File: src/dmcd_pkg.sv
// Shared constants and types for the mode and command decode block
package dmcd_pkg;
  // ----------------------------------------------------------------
  // Pin widths
  // ----------------------------------------------------------------
  localparam int ADDR_W = 13;
  localparam int DATA_W = 64;
  localparam int MASK_W = 8;
  localparam int COL_W  = 11;
  localparam int WORD_W = 2 + COL_W + MASK_W + DATA_W;

  // ----------------------------------------------------------------
  // Field positions and values
  // ----------------------------------------------------------------
  localparam int AP_POS        = 10;
  localparam int DLL_RST_POS   = 8;
  localparam int OPMODE_LO     = 7;
  localparam int BT_POS        = 3;
  localparam int LAT_LO        = 4;
  localparam int COL_HI_POS    = 11;
  localparam int DLL_DIS_POS   = 0;
  localparam int DRIVE_POS     = 1;
  localparam logic [1:0] BANK_SEL_BASE = 2'h0;
  localparam logic [1:0] BANK_SEL_EXT  = 2'h1;
  localparam logic [2:0] BL_TWO   = 3'h1;
  localparam logic [2:0] BL_FOUR  = 3'h2;
  localparam logic [2:0] BL_EIGHT = 3'h3;
  localparam logic [2:0] LAT_TWO   = 3'h2;
  localparam logic [2:0] LAT_TWO_H = 3'h6;
  localparam logic [5:0] OPM_NORMAL = 6'h00;
  localparam logic [5:0] OPM_DLLRST = 6'h02;

  // ----------------------------------------------------------------
  // Reset values and cycle counts
  // ----------------------------------------------------------------
  localparam logic [ADDR_W-1:0] MODE_RST = 13'h0000;
  localparam logic [ADDR_W-1:0] EXT_RST  = 13'h0000;
  localparam logic [1:0] RD_WAIT_FULL = 2'h2;
  localparam logic [1:0] WR_WAIT      = 2'h1;
  localparam int FIFO_DEPTH = 4;

  // ----------------------------------------------------------------
  // Types
  // ----------------------------------------------------------------
  typedef enum logic [2:0] {
    DMCD_NO_OP, DMCD_ACT, DMCD_RD, DMCD_WR, DMCD_STOP, DMCD_PRE, DMCD_REF, DMCD_LMR
  } dmcd_cmd_t;

  typedef enum logic [1:0] {BST_IDLE, BST_WAIT, BST_RUN} dmcd_bst_t;

  typedef struct packed {
    logic              cs_n;
    logic              ras_n;
    logic              cas_n;
    logic              we_n;
    logic              cke;
    logic [1:0]        ba;
    logic [ADDR_W-1:0] addr;
    logic [DATA_W-1:0] dq;
    logic [MASK_W-1:0] mask;
  } dmcd_pins_t;
endpackage

File: src/dmcd_word_if.sv
// Valid/ready word channel between the decoder and its write buffer
`timescale 1ns/1ps
interface dmcd_word_if #(parameter int W = dmcd_pkg::WORD_W);
  logic         valid;
  logic         ready;
  logic [W-1:0] data;
  modport src (output valid, output data, input ready);
  modport snk (input valid, input data, output ready);
endinterface

File: src/dmcd_decode.sv
// Command decode, mode register loads and burst address sequencing
`timescale 1ns/1ps
// Functional notes
// - Load-mode bank bits 00 pick base register, 01 extended, others reserved.
// - Op-code comes from address bits 0..11 or 0..12 depending on density.
// - Operating-mode bits 7 upward all zero selects normal operation.
// - Bit 8 alone set starts DLL reset; stored bit 8 clears itself.
// - Extended register holds DLL enable and drive strength until rewritten.
// - Leaving self refresh re-enables the DLL without a register write.
// - Chip select high and the no-operation code behave identically.
// - Row, column and write strobes decode into the seven commands.
// - Column from bits 0..9 plus bit 11; bit 10 asks auto precharge.
// - Precharge with bit 10 high closes all banks, else addressed bank.
// - Refresh code: auto refresh with clock enable high, self refresh low.
// - A high write mask level blocks its data from being written.
// - Burst covers aligned block; low column bits pick the first word.
// - Burst wraps inside its aligned block at the boundary.
// - Sequential order adds count modulo length; interleaved XORs it.
// - Latency codes 010 is two clocks, 110 is 2.5; rest reserved.
// - Mode bits 0..2 give burst length, bit 3 type, for reads and writes.
// - A read at edge n gives its first data at edge n plus latency.
module dmcd_decode #(
  parameter bit COL_HI_EN = 1'b1
) (
  input  wire logic                          ref_clk,
  input  wire logic                          sys_rst,
  input  wire logic                          link_clk,
  input  wire logic                          chip_sel_n,
  input  wire logic                          row_strobe_n,
  input  wire logic                          col_strobe_n,
  input  wire logic                          write_en_n,
  input  wire logic                          clk_en,
  input  wire logic                          bank_sel_lo,
  input  wire logic                          bank_sel_hi,
  input  wire logic [dmcd_pkg::ADDR_W-1:0]   addr,
  input  wire logic [dmcd_pkg::DATA_W-1:0]   wr_data,
  input  wire logic [dmcd_pkg::MASK_W-1:0]   write_mask,
  input  wire logic                          mem_wr_ready,
  output logic [dmcd_pkg::ADDR_W-1:0]        mode_reg,
  output logic [dmcd_pkg::ADDR_W-1:0]        ext_mode_reg,
  output logic                               dll_enabled,
  output logic                               dll_reset_pulse,
  output logic                               drive_reduced,
  output logic [3:0]                         bank_open,
  output logic                               auto_refresh_pulse,
  output logic                               self_refresh,
  output logic                               rd_beat,
  output logic                               rd_half_clk,
  output logic [1:0]                         rd_bank,
  output logic [dmcd_pkg::COL_W-1:0]         rd_col,
  output logic                               wr_buf_ready,
  output logic                               wr_beat_lost,
  output logic                               mem_wr_valid,
  output logic [1:0]                         mem_wr_bank,
  output logic [dmcd_pkg::COL_W-1:0]         mem_wr_col,
  output logic [dmcd_pkg::MASK_W-1:0]        mem_wr_byte_en,
  output logic [dmcd_pkg::DATA_W-1:0]        mem_wr_data
);
  // ----------------------------------------------------------------
  // State record
  // ----------------------------------------------------------------
  typedef struct packed {
    logic                           ck_s1;
    logic                           ck_s2;
    logic                           ck_s3;
    dmcd_pkg::dmcd_pins_t           pin_s1;
    dmcd_pkg::dmcd_pins_t           pin_s2;
    logic [dmcd_pkg::ADDR_W-1:0]    mode;
    logic [dmcd_pkg::ADDR_W-1:0]    ext;
    logic                           dll_on;
    logic                           dll_rst;
    logic [3:0]                     banks;
    logic                           aref;
    logic                           sref;
    dmcd_pkg::dmcd_bst_t            bst;
    logic                           b_wr;
    logic                           b_ap;
    logic [1:0]                     b_bank;
    logic [dmcd_pkg::COL_W-1:0]     b_col;
    logic [2:0]                     b_cnt;
    logic [2:0]                     b_lm1;
    logic [1:0]                     b_wait;
    logic                           rd_v;
    logic                           rd_h;
    logic [1:0]                     rd_bk;
    logic [dmcd_pkg::COL_W-1:0]     rd_c;
    logic                           push_v;
    logic [dmcd_pkg::WORD_W-1:0]    push_w;
    logic                           lost;
    logic                           buf_rdy;
    logic                           out_v;
    logic [dmcd_pkg::WORD_W-1:0]    out_w;
  } dmcd_st_t;

  dmcd_st_t             s_q;
  dmcd_st_t             s_d;
  dmcd_pkg::dmcd_pins_t pins;
  dmcd_pkg::dmcd_cmd_t  cmd;
  logic                 rise;
  logic [5:0]           opm;
  logic [dmcd_pkg::COL_W-1:0] col_in;
  logic [2:0]           bl_m1;
  logic                 lat_ok;
  logic                 beat;

  dmcd_word_if wr_in ();
  dmcd_word_if wr_out ();

  dmcd_fifo #(.W(dmcd_pkg::WORD_W), .DEPTH(dmcd_pkg::FIFO_DEPTH)) u_buf (
    .ref_clk (ref_clk),
    .sys_rst (sys_rst),
    .fill    (wr_in),
    .drain   (wr_out)
  );

  // ----------------------------------------------------------------
  // Helpers
  // ----------------------------------------------------------------
  // Length field to last-beat index; zero marks a reserved length
  function automatic logic [2:0] bl_decode(input logic [2:0] f);
    case (f)
      dmcd_pkg::BL_TWO:   bl_decode = 3'h1;
      dmcd_pkg::BL_FOUR:  bl_decode = 3'h3;
      dmcd_pkg::BL_EIGHT: bl_decode = 3'h7;
      default:            bl_decode = 3'h0;
    endcase
  endfunction

  // Column of beat cnt inside the aligned block of the start column
  function automatic logic [dmcd_pkg::COL_W-1:0] burst_col(
      input logic [dmcd_pkg::COL_W-1:0] start, input logic [2:0] cnt,
      input logic [2:0] lm1, input logic ilv);
    logic [2:0] off;
    off = ilv ? (start[2:0] ^ cnt) : (start[2:0] + cnt);
    off = off & lm1;
    burst_col = (start & ~{8'h00, lm1}) | {8'h00, off};
  endfunction

  // ----------------------------------------------------------------
  // Sampled pins and decode of the strobes
  // ----------------------------------------------------------------
  assign pins  = s_q.pin_s2;
  assign rise  = s_q.ck_s2 & ~s_q.ck_s3;
  assign opm   = pins.addr[dmcd_pkg::ADDR_W-1:dmcd_pkg::OPMODE_LO];
  assign bl_m1 = bl_decode(s_q.mode[2:0]);
  assign lat_ok = (s_q.mode[6:4] == dmcd_pkg::LAT_TWO) || (s_q.mode[6:4] == dmcd_pkg::LAT_TWO_H);
  assign col_in = {COL_HI_EN & pins.addr[dmcd_pkg::COL_HI_POS], pins.addr[9:0]};

  // Deselect folds onto the no-operation code
  always_comb begin
    if (pins.cs_n) begin
      cmd = dmcd_pkg::DMCD_NO_OP;
    end else begin
      case ({pins.ras_n, pins.cas_n, pins.we_n})
        3'h3:    cmd = dmcd_pkg::DMCD_ACT;
        3'h5:    cmd = dmcd_pkg::DMCD_RD;
        3'h4:    cmd = dmcd_pkg::DMCD_WR;
        3'h6:    cmd = dmcd_pkg::DMCD_STOP;
        3'h2:    cmd = dmcd_pkg::DMCD_PRE;
        3'h1:    cmd = dmcd_pkg::DMCD_REF;
        3'h0:    cmd = dmcd_pkg::DMCD_LMR;
        default: cmd = dmcd_pkg::DMCD_NO_OP;
      endcase
    end
  end

  // Beat emitted at this link edge
  assign beat = rise && ((s_q.bst == dmcd_pkg::BST_RUN) ||
                         (s_q.bst == dmcd_pkg::BST_WAIT && s_q.b_wait == 2'h1));

  // Buffer hookup; output stage refills when empty or taken
  assign wr_in.valid  = s_q.push_v;
  assign wr_in.data   = s_q.push_w;
  assign wr_out.ready = ~s_q.out_v | mem_wr_ready;

  // ----------------------------------------------------------------
  // Next state
  // ----------------------------------------------------------------
  always_comb begin
    s_d         = s_q;
    s_d.ck_s1   = link_clk;
    s_d.ck_s2   = s_q.ck_s1;
    s_d.ck_s3   = s_q.ck_s2;
    s_d.pin_s1  = {chip_sel_n, row_strobe_n, col_strobe_n, write_en_n, clk_en,
                   bank_sel_hi, bank_sel_lo, addr, wr_data, write_mask};
    s_d.pin_s2  = s_q.pin_s1;
    s_d.dll_rst = 1'b0;
    s_d.aref    = 1'b0;
    s_d.rd_v    = 1'b0;
    s_d.push_v  = 1'b0;
    s_d.lost    = s_q.push_v & ~wr_in.ready;
    s_d.buf_rdy = wr_in.ready;

    // Burst progress; one word per link edge
    if (beat) begin
      if (s_q.b_wr) begin
        s_d.push_v = 1'b1;
        s_d.push_w = {s_q.b_bank, burst_col(s_q.b_col, s_q.b_cnt, s_q.b_lm1, s_q.mode[dmcd_pkg::BT_POS]),
                      ~pins.mask, pins.dq};
      end else begin
        s_d.rd_v  = 1'b1;
        s_d.rd_bk = s_q.b_bank;
        s_d.rd_c  = burst_col(s_q.b_col, s_q.b_cnt, s_q.b_lm1, s_q.mode[dmcd_pkg::BT_POS]);
      end
      s_d.b_cnt = s_q.b_cnt + 3'h1;
      s_d.bst   = dmcd_pkg::BST_RUN;
      if (s_q.b_cnt == s_q.b_lm1) begin
        s_d.bst = dmcd_pkg::BST_IDLE;
        if (s_q.b_ap) begin
          s_d.banks[s_q.b_bank] = 1'b0;
        end
      end
    end else if (rise && s_q.bst == dmcd_pkg::BST_WAIT) begin
      s_d.b_wait = s_q.b_wait - 2'h1;
    end

    // Self refresh ends at the first edge with clock enable high
    if (rise && s_q.sref && pins.cke) begin
      s_d.sref   = 1'b0;
      s_d.dll_on = 1'b1;
    end

    // New command at the link edge; reserved cases change nothing
    if (rise && !s_q.sref) begin
      case (cmd)
        dmcd_pkg::DMCD_ACT: begin
          s_d.banks[pins.ba] = 1'b1;
        end
        dmcd_pkg::DMCD_RD, dmcd_pkg::DMCD_WR: begin
          if (bl_m1 != 3'h0 && (cmd == dmcd_pkg::DMCD_WR || lat_ok)) begin
            s_d.bst    = dmcd_pkg::BST_WAIT;
            s_d.b_wr   = (cmd == dmcd_pkg::DMCD_WR);
            s_d.b_ap   = pins.addr[dmcd_pkg::AP_POS];
            s_d.b_bank = pins.ba;
            s_d.b_col  = col_in;
            s_d.b_cnt  = 3'h0;
            s_d.b_lm1  = bl_m1;
            s_d.b_wait = (cmd == dmcd_pkg::DMCD_WR) ? dmcd_pkg::WR_WAIT : dmcd_pkg::RD_WAIT_FULL;
            s_d.rd_h   = s_q.mode[6];
          end
        end
        dmcd_pkg::DMCD_STOP: begin
          if (!s_q.b_wr && !s_q.b_ap) begin
            s_d.bst = dmcd_pkg::BST_IDLE;
          end
        end
        dmcd_pkg::DMCD_PRE: begin
          if (pins.addr[dmcd_pkg::AP_POS]) begin
            s_d.banks = 4'h0;
          end else begin
            s_d.banks[pins.ba] = 1'b0;
          end
        end
        dmcd_pkg::DMCD_REF: begin
          if (pins.cke) begin
            s_d.aref = 1'b1;
          end else begin
            s_d.sref = 1'b1;
          end
        end
        dmcd_pkg::DMCD_LMR: begin
          if (pins.ba == dmcd_pkg::BANK_SEL_BASE) begin
            if (opm == dmcd_pkg::OPM_NORMAL) begin
              s_d.mode = pins.addr;
            end else if (opm == dmcd_pkg::OPM_DLLRST) begin
              s_d.mode    = pins.addr;
              s_d.mode[dmcd_pkg::DLL_RST_POS] = 1'b0;
              s_d.dll_rst = 1'b1;
            end
          end else if (pins.ba == dmcd_pkg::BANK_SEL_EXT) begin
            s_d.ext    = pins.addr;
            s_d.dll_on = ~pins.addr[dmcd_pkg::DLL_DIS_POS];
          end
        end
        default: begin
        end
      endcase
    end

    // Output stage in front of the memory write port
    if (wr_out.ready) begin
      s_d.out_v = wr_out.valid;
      s_d.out_w = wr_out.data;
    end
  end

  // ----------------------------------------------------------------
  // State register; pins are resampled so reset holds no port values
  // ----------------------------------------------------------------
  always_ff @(posedge ref_clk or posedge sys_rst) begin
    if (sys_rst) begin
      s_q        <= '0;
      s_q.mode   <= dmcd_pkg::MODE_RST;
      s_q.ext    <= dmcd_pkg::EXT_RST;
      s_q.dll_on <= 1'b1;
      s_q.bst    <= dmcd_pkg::BST_IDLE;
    end else begin
      s_q <= s_d;
    end
  end

  // ----------------------------------------------------------------
  // Outputs, all from flops
  // ----------------------------------------------------------------
  assign mode_reg           = s_q.mode;
  assign ext_mode_reg       = s_q.ext;
  assign dll_enabled        = s_q.dll_on;
  assign dll_reset_pulse    = s_q.dll_rst;
  assign drive_reduced      = s_q.ext[dmcd_pkg::DRIVE_POS];
  assign bank_open          = s_q.banks;
  assign auto_refresh_pulse = s_q.aref;
  assign self_refresh       = s_q.sref;
  assign rd_beat            = s_q.rd_v;
  assign rd_half_clk        = s_q.rd_h;
  assign rd_bank            = s_q.rd_bk;
  assign rd_col             = s_q.rd_c;
  assign wr_buf_ready       = s_q.buf_rdy;
  assign wr_beat_lost       = s_q.lost;
  assign mem_wr_valid       = s_q.out_v;
  assign {mem_wr_bank, mem_wr_col, mem_wr_byte_en, mem_wr_data} = s_q.out_w;
endmodule // dmcd_decode

File: src/dmcd_fifo.sv
// Small synchronous FIFO holding write beats
`timescale 1ns/1ps
module dmcd_fifo #(
  parameter int W     = dmcd_pkg::WORD_W,
  parameter int DEPTH = dmcd_pkg::FIFO_DEPTH
) (
  input  wire logic ref_clk,
  input  wire logic sys_rst,
  dmcd_word_if.snk  fill,
  dmcd_word_if.src  drain
);
  localparam int PW = $clog2(DEPTH);

  typedef struct packed {
    logic [PW-1:0] wp;
    logic [PW-1:0] rp;
    logic [PW:0]   cnt;
  } dmcd_fifo_st_t;

  dmcd_fifo_st_t s_q;
  dmcd_fifo_st_t s_d;
  logic [W-1:0]  mem [DEPTH];
  logic          push;
  logic          pop;

  // ----------------------------------------------------------------
  // Handshakes; full and empty come straight from the count
  // ----------------------------------------------------------------
  assign fill.ready  = (s_q.cnt != (PW+1)'(DEPTH));
  assign drain.valid = (s_q.cnt != '0);
  assign drain.data  = mem[s_q.rp];
  assign push        = fill.valid & fill.ready;
  assign pop         = drain.valid & drain.ready;

  // Pointer and count update
  always_comb begin
    s_d = s_q;
    if (push) begin
      s_d.wp = s_q.wp + PW'(1);
    end
    if (pop) begin
      s_d.rp = s_q.rp + PW'(1);
    end
    s_d.cnt = s_q.cnt + (PW+1)'(push) - (PW+1)'(pop);
  end

  always_ff @(posedge ref_clk or posedge sys_rst) begin
    if (sys_rst) begin
      s_q <= '0;
    end else begin
      s_q <= s_d;
    end
  end

  // Storage has no reset; only written slots are ever read
  always_ff @(posedge ref_clk) begin
    if (push) begin
      mem[s_q.wp] <= fill.data;
    end
  end
endmodule // dmcd_fifo

File: config.mk
export PLATFORM = sky130hd
export DESIGN_NAME = dmcd_decode
export DESIGN_NICKNAME = d
export VERILOG_FILES = /design/src/dmcd_pkg.sv /design/src/dmcd_word_if.sv /design/src/dmcd_decode.sv /design/src/dmcd_fifo.sv
export SDC_FILE = /design/constraint.sdc
export NUM_CORES = 1
export LEC_CHECK = 0
export BUFFER_PORTS_ARGS = -buffer_cell sky130_fd_sc_hd__buf_2
export CORE_MARGIN = 3
export CORE_UTILIZATION = 60
export DETAILED_ROUTE_END_ITERATION = 6
export GPL_TIMING_DRIVEN = 0
export PLACE_DENSITY_LB_ADDON = 0.25
export REMOVE_ABC_BUFFERS = 1
export SETUP_SLACK_MARGIN = 0.1
export SYNTH_ARGS = -nofsm -noshare
export SYNTH_HDL_FRONTEND = slang
export SYNTH_HIERARCHICAL = 1
export SYNTH_SLANG_ARGS = --single-unit
File: constraint.sdc
create_clock -name ref_clk -period 24.6 [get_ports ref_clk]
set_input_delay 0 -clock ref_clk [delete_from_list [all_inputs] [get_ports ref_clk]]
set_output_delay 0 -clock ref_clk [all_outputs]
set_load 0.02 [all_outputs]
==> results of run 1 <==
==> layout make-up <==
cell class              instances  area (um^2)
diodes                          1         2.50
clock buffers                 109         2150
clock inverters                28          246
fillers                      2714        13200
inverters                      16         67.6
multi-input cells             457         5420
flip-flops and latches        782        21300
well taps                     600          751
repair buffers                355         2570
==> power groups by stage <==
stage | Sequential, W | Combinational, W | Clock, W
5_1_grt | 0.00138 | 0.0000559 | 0.00120
2_1_floorplan | 0.00141 | 0.0000157 | 0
4_1_cts | 0.00138 | 0.0000515 | 0.00114
6_report | 0.00138 | 0.0000502 | 0.00111
3_3_place_gp | 0.00141 | 0.0000364 | 0
3_5_place_dp | 0.00141 | 0.0000392 | 0
==> worst paths after layout <==
path	end
worst max-delay path	rd_half_clk$_DFFE_PP0P_
worst min-delay path	s_d[338]$_DFF_PP0_
worst max register to register	rd_half_clk$_DFFE_PP0P_
worst min register to register	pins[13]$_DFF_PP0_
max in group asynchronous	dll_enabled$_DFF_PP1_
min in group asynchronous	mem_wr_data[1]$_DFFE_PP0P_
==> cells in the mapped netlist (2+ instances only) <==
cell | n | area, um^2
or3_1 | 3 | 18.8
fa_1 | 2 | 40.0
mux2i_1 | 6 | 60.1
o211ai_1 | 4 | 30.0
dfrtp_1 | 441 | 11000
and2_1 | 7 | 43.8
xnor2_1 | 7 | 61.3
ha_1 | 10 | 125
nor3b_1 | 2 | 15.0
buf_4 | 131 | 983
mux2_4 | 9 | 135
mux4_2 | 85 | 1910
nand2_1 | 22 | 82.6
buf_6 | 3 | 33.8
buf_2 | 11 | 55.1
inv_1 | 16 | 60.1
a21oi_1 | 9 | 45.0
nor2b_1 | 6 | 37.5
nor3_1 | 3 | 15.0
and3_1 | 2 | 12.5
nand4bb_1 | 2 | 22.5
nand3_1 | 2 | 10.0
edfxtp_1 | 340 | 10200
nand2b_1 | 9 | 56.3
nor4_1 | 4 | 25.0
xor2_1 | 4 | 35.0
nor4b_1 | 3 | 26.3
o22ai_1 | 2 | 12.5
clkbuf_1 | 26 | 97.6
o21a_1 | 2 | 15.0
and3b_1 | 5 | 43.8
buf_12 | 4 | 80.1
o21ai_0 | 23 | 115
mux2_2 | 195 | 2200
nor2_1 | 13 | 48.8
==> per-stage QoR <==
stage	setup WS (ns)	hold WS, ns	total power (W)
global route	21.49	0.0147	0.00263
CTS	21.71	0.00194	0.00257
floorplan	12.48	-0.197	0.00142
detailed placement	21.75	0.0104	0.00145
finish	21.71	0.0434	0.00254
global placement	7.82	-0.0425	0.00144
==> cell families after synthesis <==
family | share of synthesized area [%]
buf+inv | 4.74
fa+ha+maj | 0.590
simple gates | 1.86
compound gates | 1.04
mux | 15.4
flops | 76.0
xor+xnor | 0.344
==> worst reg2reg max path, delay by kind of cell (launching register included) <==
family / cells / cell delay, ns
multiplexers: 1 / 0.36
buffers and inverters: 1 / 0.25
AO/OA/AOI/OAI: 1 / 0.36
flip-flops: 1 / 0.42
AND/OR/NAND/NOR: 2 / 1.40
==> per-layer routing <==
layer  routed length [um]  global-route usage [%]  vias to the layer above
met3                 2550                    4.75                       89
met5                   14                       0                        -
li1                     -                       -                     5687
met2                25200                    34.8                      305
met1                20900                    28.2                     6735
met4                 1170                    6.21                        4
==> what timing repair did <==
action	4_1_cts	5_1_grt
hold buffers	95	0
endpoints found under the hold margin	200	0
resized for setup	0	0
==> results by group, run 1 <==
Final layout
  • Most flops, register: u_buf/mem
  • Number of flip-flops in the largest register: 340
  • Final core occ: 71.1%
  • Layout cells sized above 1: 38.6%
  • Post-Layout Inst Area: 32500 um^2
  • Area growth, synth to finish: 16.1%
  • Final #Nets: 1796
  • Fin cells: 2348
  • Most frequent cells in the layout: 439 x dfrtp_1, 340 x edfxtp_1, 233 x buf_2
  • Most common cell after layout, fill and taps aside: dfrtp_1

Setup path
  • Slowest cell on the critical path: nor4b_1
  • CP arrival: 3.36 ns
  • Crit-path max cell delay: 0.74 ns
  • Worst EP required: 25.07 ns
  • Crit start category: flip-flop
  • Worst-path maximum fanout: 14
  • Cell family with most CP delay: simple AND/OR/NAND/NOR gates
  • Crit path depth: 5
  • Reg-to-Reg Start: pins[89]$_DFF_PP0_
  • Setup CP Type: flip-flop to flip-flop
  • Worst R2R Path Depth: 5
  • R2R setup slack: 21.71 ns
  • Setup crit end kind: flip-flop
  • Critical path cell sequence: nor4b_1 > o221ai_1 > nor2_2 > buf_8 > mux2_2
  • CP Buf/Inv Count: 1
  • CP Launch Point: pins[89]$_DFF_PP0_

Power
  • Clk pwr share: 43.7%
  • Sw frac: 19.5%
  • Reg power frac: 54.3%
  • Pint: 0.00205 W
  • PwrDens: 78.3 nW/um^2
  • Combinational power share: 2.0%
  • Peak VDD IR: 0.0806 mV
  • Leakage power: 14.2 nW
  • NetSw: 0.000496 W

Yosys
  • Distinct cells, synth: 53
  • Register area share after synthesis: 76.0%
  • Register bit total from synthesis: 782
  • Post-synth EDFFs: 340
  • Asr flop ratio synth: 56.5%
  • Avg Inst Size Synth: 19.6 um^2
  • Number of synthesis warnings: 6
  • Post-Synthesis Cell Area: 28000 um^2
  • Gate Count Post-Synth: 1431
  • Main synth FF type: dfrtp_1

Route
  • Vias per Instance: 5.46
  • Routed WL: 49800 um
  • Wirelength per Cell: 21.2 um
  • Via count: 12800
  • TritonRoute pass-1 iters: 4
  • Post-DRT Antenna Nets: 0
  • Starting DRT DRC Count: 799
  • DRC Markers: 0

GRT
  • Total track usage: 20.9%
  • Vias in the first global route: 14000
  • Grt ovf: 0
  • First-pass GRT wire length: 79600 um
  • Pin count of the biggest net entering global routing: 122
  • Initial antenna violation count: 3

Outcome
  • Status: finished, final reports clean

Timing
  • Final slew viol count: 0
  • Tcrit/Tclk final: 11.7%
  • RSZ-0062 raised after global routing: false
  • Setup violators final: 0
  • TNS Setup: 0 ns
  • F_max: 0.346 GHz
  • Endpoints failing hold: 0
  • Post-Route Skew: 0.0205 ns
  • Min Tclk post-route: 2.89 ns
  • Max_slew headroom: 39.0%
  • Slew at the pin closest to its max-slew limit: 0.915 ns

Floorplanning
  • Initial core utilization: 61.3%
  • Die height: 222 um
  • IO Count: 234
  • Chip width: 222 um
  • Die footprint: 49300 um^2
  • Cell Rows: 78
  • Placeable Area: 45700 um^2

Clock tree
  • Longest Clk Path Bufs: 3
  • Worst-path clk slew: 0.06 ns
  • Clock Sinks: 782
  • CTS H-tree depth: 3
  • Postcts setup bufs: 0
  • CTS root buf: clkbuf_16
  • TritonCTS clock tree: built
  • Worst-skew pair later-pin latency: 0.60 ns
  • CTS Buf Count: 76

Placed design
  • Placed Area: 29100 um^2
  • # port buffers: 233
  • Post-DP HPWL: 27700 um
  • Routability Congestion: 0.768
  • Dpl cells: 2115

Min path
  • Hold Path Origin: row_strobe_n
  • Hold path depth: 2
  • Hold Crit Class: input port to flip-flop

Job
  • Max cap viols: 0
(Power assumes the default switching activity.)
==> inputs of run 2 (changes only) <==
--- a/config.mk
+++ b/config.mk
@@ -7,7 +7,7 @@
 export LEC_CHECK = 0
 export BUFFER_PORTS_ARGS = -buffer_cell sky130_fd_sc_hd__buf_2
 export CORE_MARGIN = 3
-export CORE_UTILIZATION = 60
+export CORE_UTILIZATION = 53
 export DETAILED_ROUTE_END_ITERATION = 6
 export GPL_TIMING_DRIVEN = 0
 export PLACE_DENSITY_LB_ADDON = 0.25
==> constraint.sdc (replaced) <==
create_clock -name ref_clk -period 2.6 [get_ports ref_clk]
set_input_delay 0 -clock ref_clk [delete_from_list [all_inputs] [get_ports ref_clk]]
set_output_delay 0 -clock ref_clk [all_outputs]
set_load 0.02 [all_outputs]
==> run 2 against run 1 <==
  * Non-clock buffer count up 17
  * Sequential share of layout area is 1.7 points lower
  * Global-route usage is 2.0 points lower
  * Critical path type unchanged
  * Final cell count up 4.7%
  * Highest routed layer unchanged
  * Cell area increased by 2.7%
==> results by group, run 2 (synthesized netlist as in run 1, its figures left out) <==
Route
  • Routed WL: 51300 um
  • Wirelength per Cell: 20.9 um
  • Post-DRT Antenna Nets: 0
  • Via count: 12900
  • DRC Markers: 0
  • TritonRoute pass-1 iters: 5
  • Vias per Instance: 5.24
  • Starting DRT DRC Count: 705

Final layout
  • Final #Nets: 1819
  • Post-Layout Inst Area: 33400 um^2
  • Most common cell after layout, fill and taps aside: dfrtp_1
  • Layout cells sized above 1: 39.9%
  • Most frequent cells in the layout: 438 x dfrtp_1, 340 x edfxtp_1, 233 x buf_2
  • Most flops, register: u_buf/mem
  • Fin cells: 2458
  • Final core occ: 64.5%
  • Number of flip-flops in the largest register: 340
  • FILL cells: 3505
  • Area growth, synth to finish: 19.2%
  • Antenna cells: 0

Min path
  • Hold Path Origin: wr_data[24]
  • Hold Crit Class: input port to flip-flop
  • WHS Endpoint: s_d[280]$_DFF_PP0_
  • Hold path depth: 2

Power
  • Total power: 0.0259 W
  • Reg power frac: 50.4%
  • Leakage power: 14.4 nW
  • Pint: 0.0210 W
  • NetSw: 0.00496 W
  • Sw frac: 19.1%
  • Clk pwr share: 47.7%
  • Peak VDD IR: 0.580 mV
  • PwrDens: 778 nW/um^2
  • Combinational power share: 1.9%

Floorplanning
  • IO Count: 234
  • Placeable Area: 51700 um^2
  • Die footprint: 55600 um^2
  • Chip width: 236 um
  • Initial core utilization: 54.1%
  • Die height: 236 um
  • Cell Rows: 83

Placed design
  • Post-DP HPWL: 29400 um
  • Dpl cells: 2198
  • Placed Area: 29300 um^2
  • Routability Congestion: 0.740
  • # port buffers: 233

Setup path
  • Crit start category: flip-flop
  • FF-to-FF End: ext_mode_reg[5]$_DFFE_PP0P_
  • CP arrival: 2.88 ns
  • R2R setup slack: 0.20 ns
  • Setup CP Type: flip-flop to flip-flop
  • Worst-path maximum fanout: 14
  • Setup crit end kind: flip-flop
  • Worst R2R Path Depth: 4
  • Reg-to-Reg Start: pins[91]$_DFF_PP0_
  • Worst EP required: 3.08 ns

Timing
  • TNS Setup: 0 ns
  • Endpoints failing hold: 0
  • F_max: 0.416 GHz
  • Max_slew headroom: 36.7%
  • Min Tclk post-route: 2.40 ns
  • Final slew viol count: 0
  • Post-Route Skew: 0.0186 ns
  • Tcrit/Tclk final: 92.5%
  • Slew at the pin closest to its max-slew limit: 0.950 ns
  • RSZ-0062 raised after global routing: true
  • Setup violators final: 0

GRT
  • Vias in the first global route: 14300
  • Grt ovf: 0
  • Pin count of the biggest net entering global routing: 128
  • Initial antenna violation count: 2
  • First-pass GRT wire length: 81000 um
  • Total track usage: 18.9%

Clock tree
  • Longest Clk Path Bufs: 3
  • CTS Buf Count: 80
  • Clock Sinks: 782
  • Worst-path clk slew: 0.06 ns
  • CTS root buf: clkbuf_16
  • Worst-skew pair later-pin latency: 0.60 ns
  • CTS H-tree depth: 3
  • TritonCTS clock tree: built

Outcome
  • Status: finished, final reports clean

Job
  • Max cap viols: 0
run 2: worst max path at each step:
stage	start	end	slack (ns)	cells past startpoint
finish	pins[91]$_DFF_PP0_	ext_mode_reg[5]$_DFFE_PP0P_	0.20	4
global route	u_buf/s_q[1]$_DFF_PP0_	u_buf/s_q[2]$_DFF_PP0_	0.07	9
CTS	mem_wr_valid$_DFFE_PP0P_	u_buf/s_q[2]$_DFF_PP0_	0.11	9
detailed placement	pins[89]$_DFF_PP0_	s_q[206]$_DFFE_PP0P_	-0.46	5
global placement	sys_rst	s_d[329]$_DFF_PP0_	-14.44	2
floorplan	sys_rst	auto_refresh_pulse$_DFF_PP0_	-9.52	1
run 2: area by class of cell:
cell class	instances	area [um^2]	area share, %
sequential	782	21300	63.8
multi-input combinational	459	5460	16.4
timing repair buffer	372	2780	8.33
clock buffer	104	2270	6.80
tap	680	851	2.55
clock inverter	45	647	1.94
inverter	16	67.6	0.203
run 2: through the flow:
step / hold slack, ns / setup slack, ns
after floorplan: -0.197 / -9.52
after global placement: -0.0368 / -14.44
after detailed placement: 0.00293 / -0.460
after CTS: 0.000251 / 0.106
after global routing: 0.00252 / 0.0718
final: 0.0399 / 0.196
run 2: per-layer routing:
| layer | vias up | track usage [%] | wire, um |
|---|---|---|---|
| met2 | 303 | 32.2 | 26100 |
| met3 | 85 | 4.87 | 2830 |
| li1 | 5725 | - | - |
| met4 | 4 | 5.18 | 1130 |
| met1 | 6765 | 24.4 | 21200 |
| met5 | - | 0 | 14 |
run 2: worst max-delay path: stages, from the launching register on:
cell and delay, ns:
dfrtp_1 0.39, or4b_4 0.55, or3_4 0.38, or4_4 0.60, mux2_4 0.35
run 2: power groups by stage:
stage               Combinational (W)  Sequential (W)  Clock (W)
finish                       0.000487          0.0131     0.0124
global route                 0.000548          0.0131     0.0132
CTS                          0.000500          0.0131     0.0127
detailed placement           0.000374          0.0133          0
global placement             0.000347          0.0133          0
floorplan                    0.000148          0.0133          0
run 2: repair_timing:
action / 4_1_cts / 5_1_grt
hold buffers: 103 / 0
resized for setup: 4 / 3
setup buffers: 4 / 2
pin swaps: 2 / 1
endpoints found under the hold margin: 225 / 0
setup endpoints to repair: 57 / 9
cloned: 1 / 1
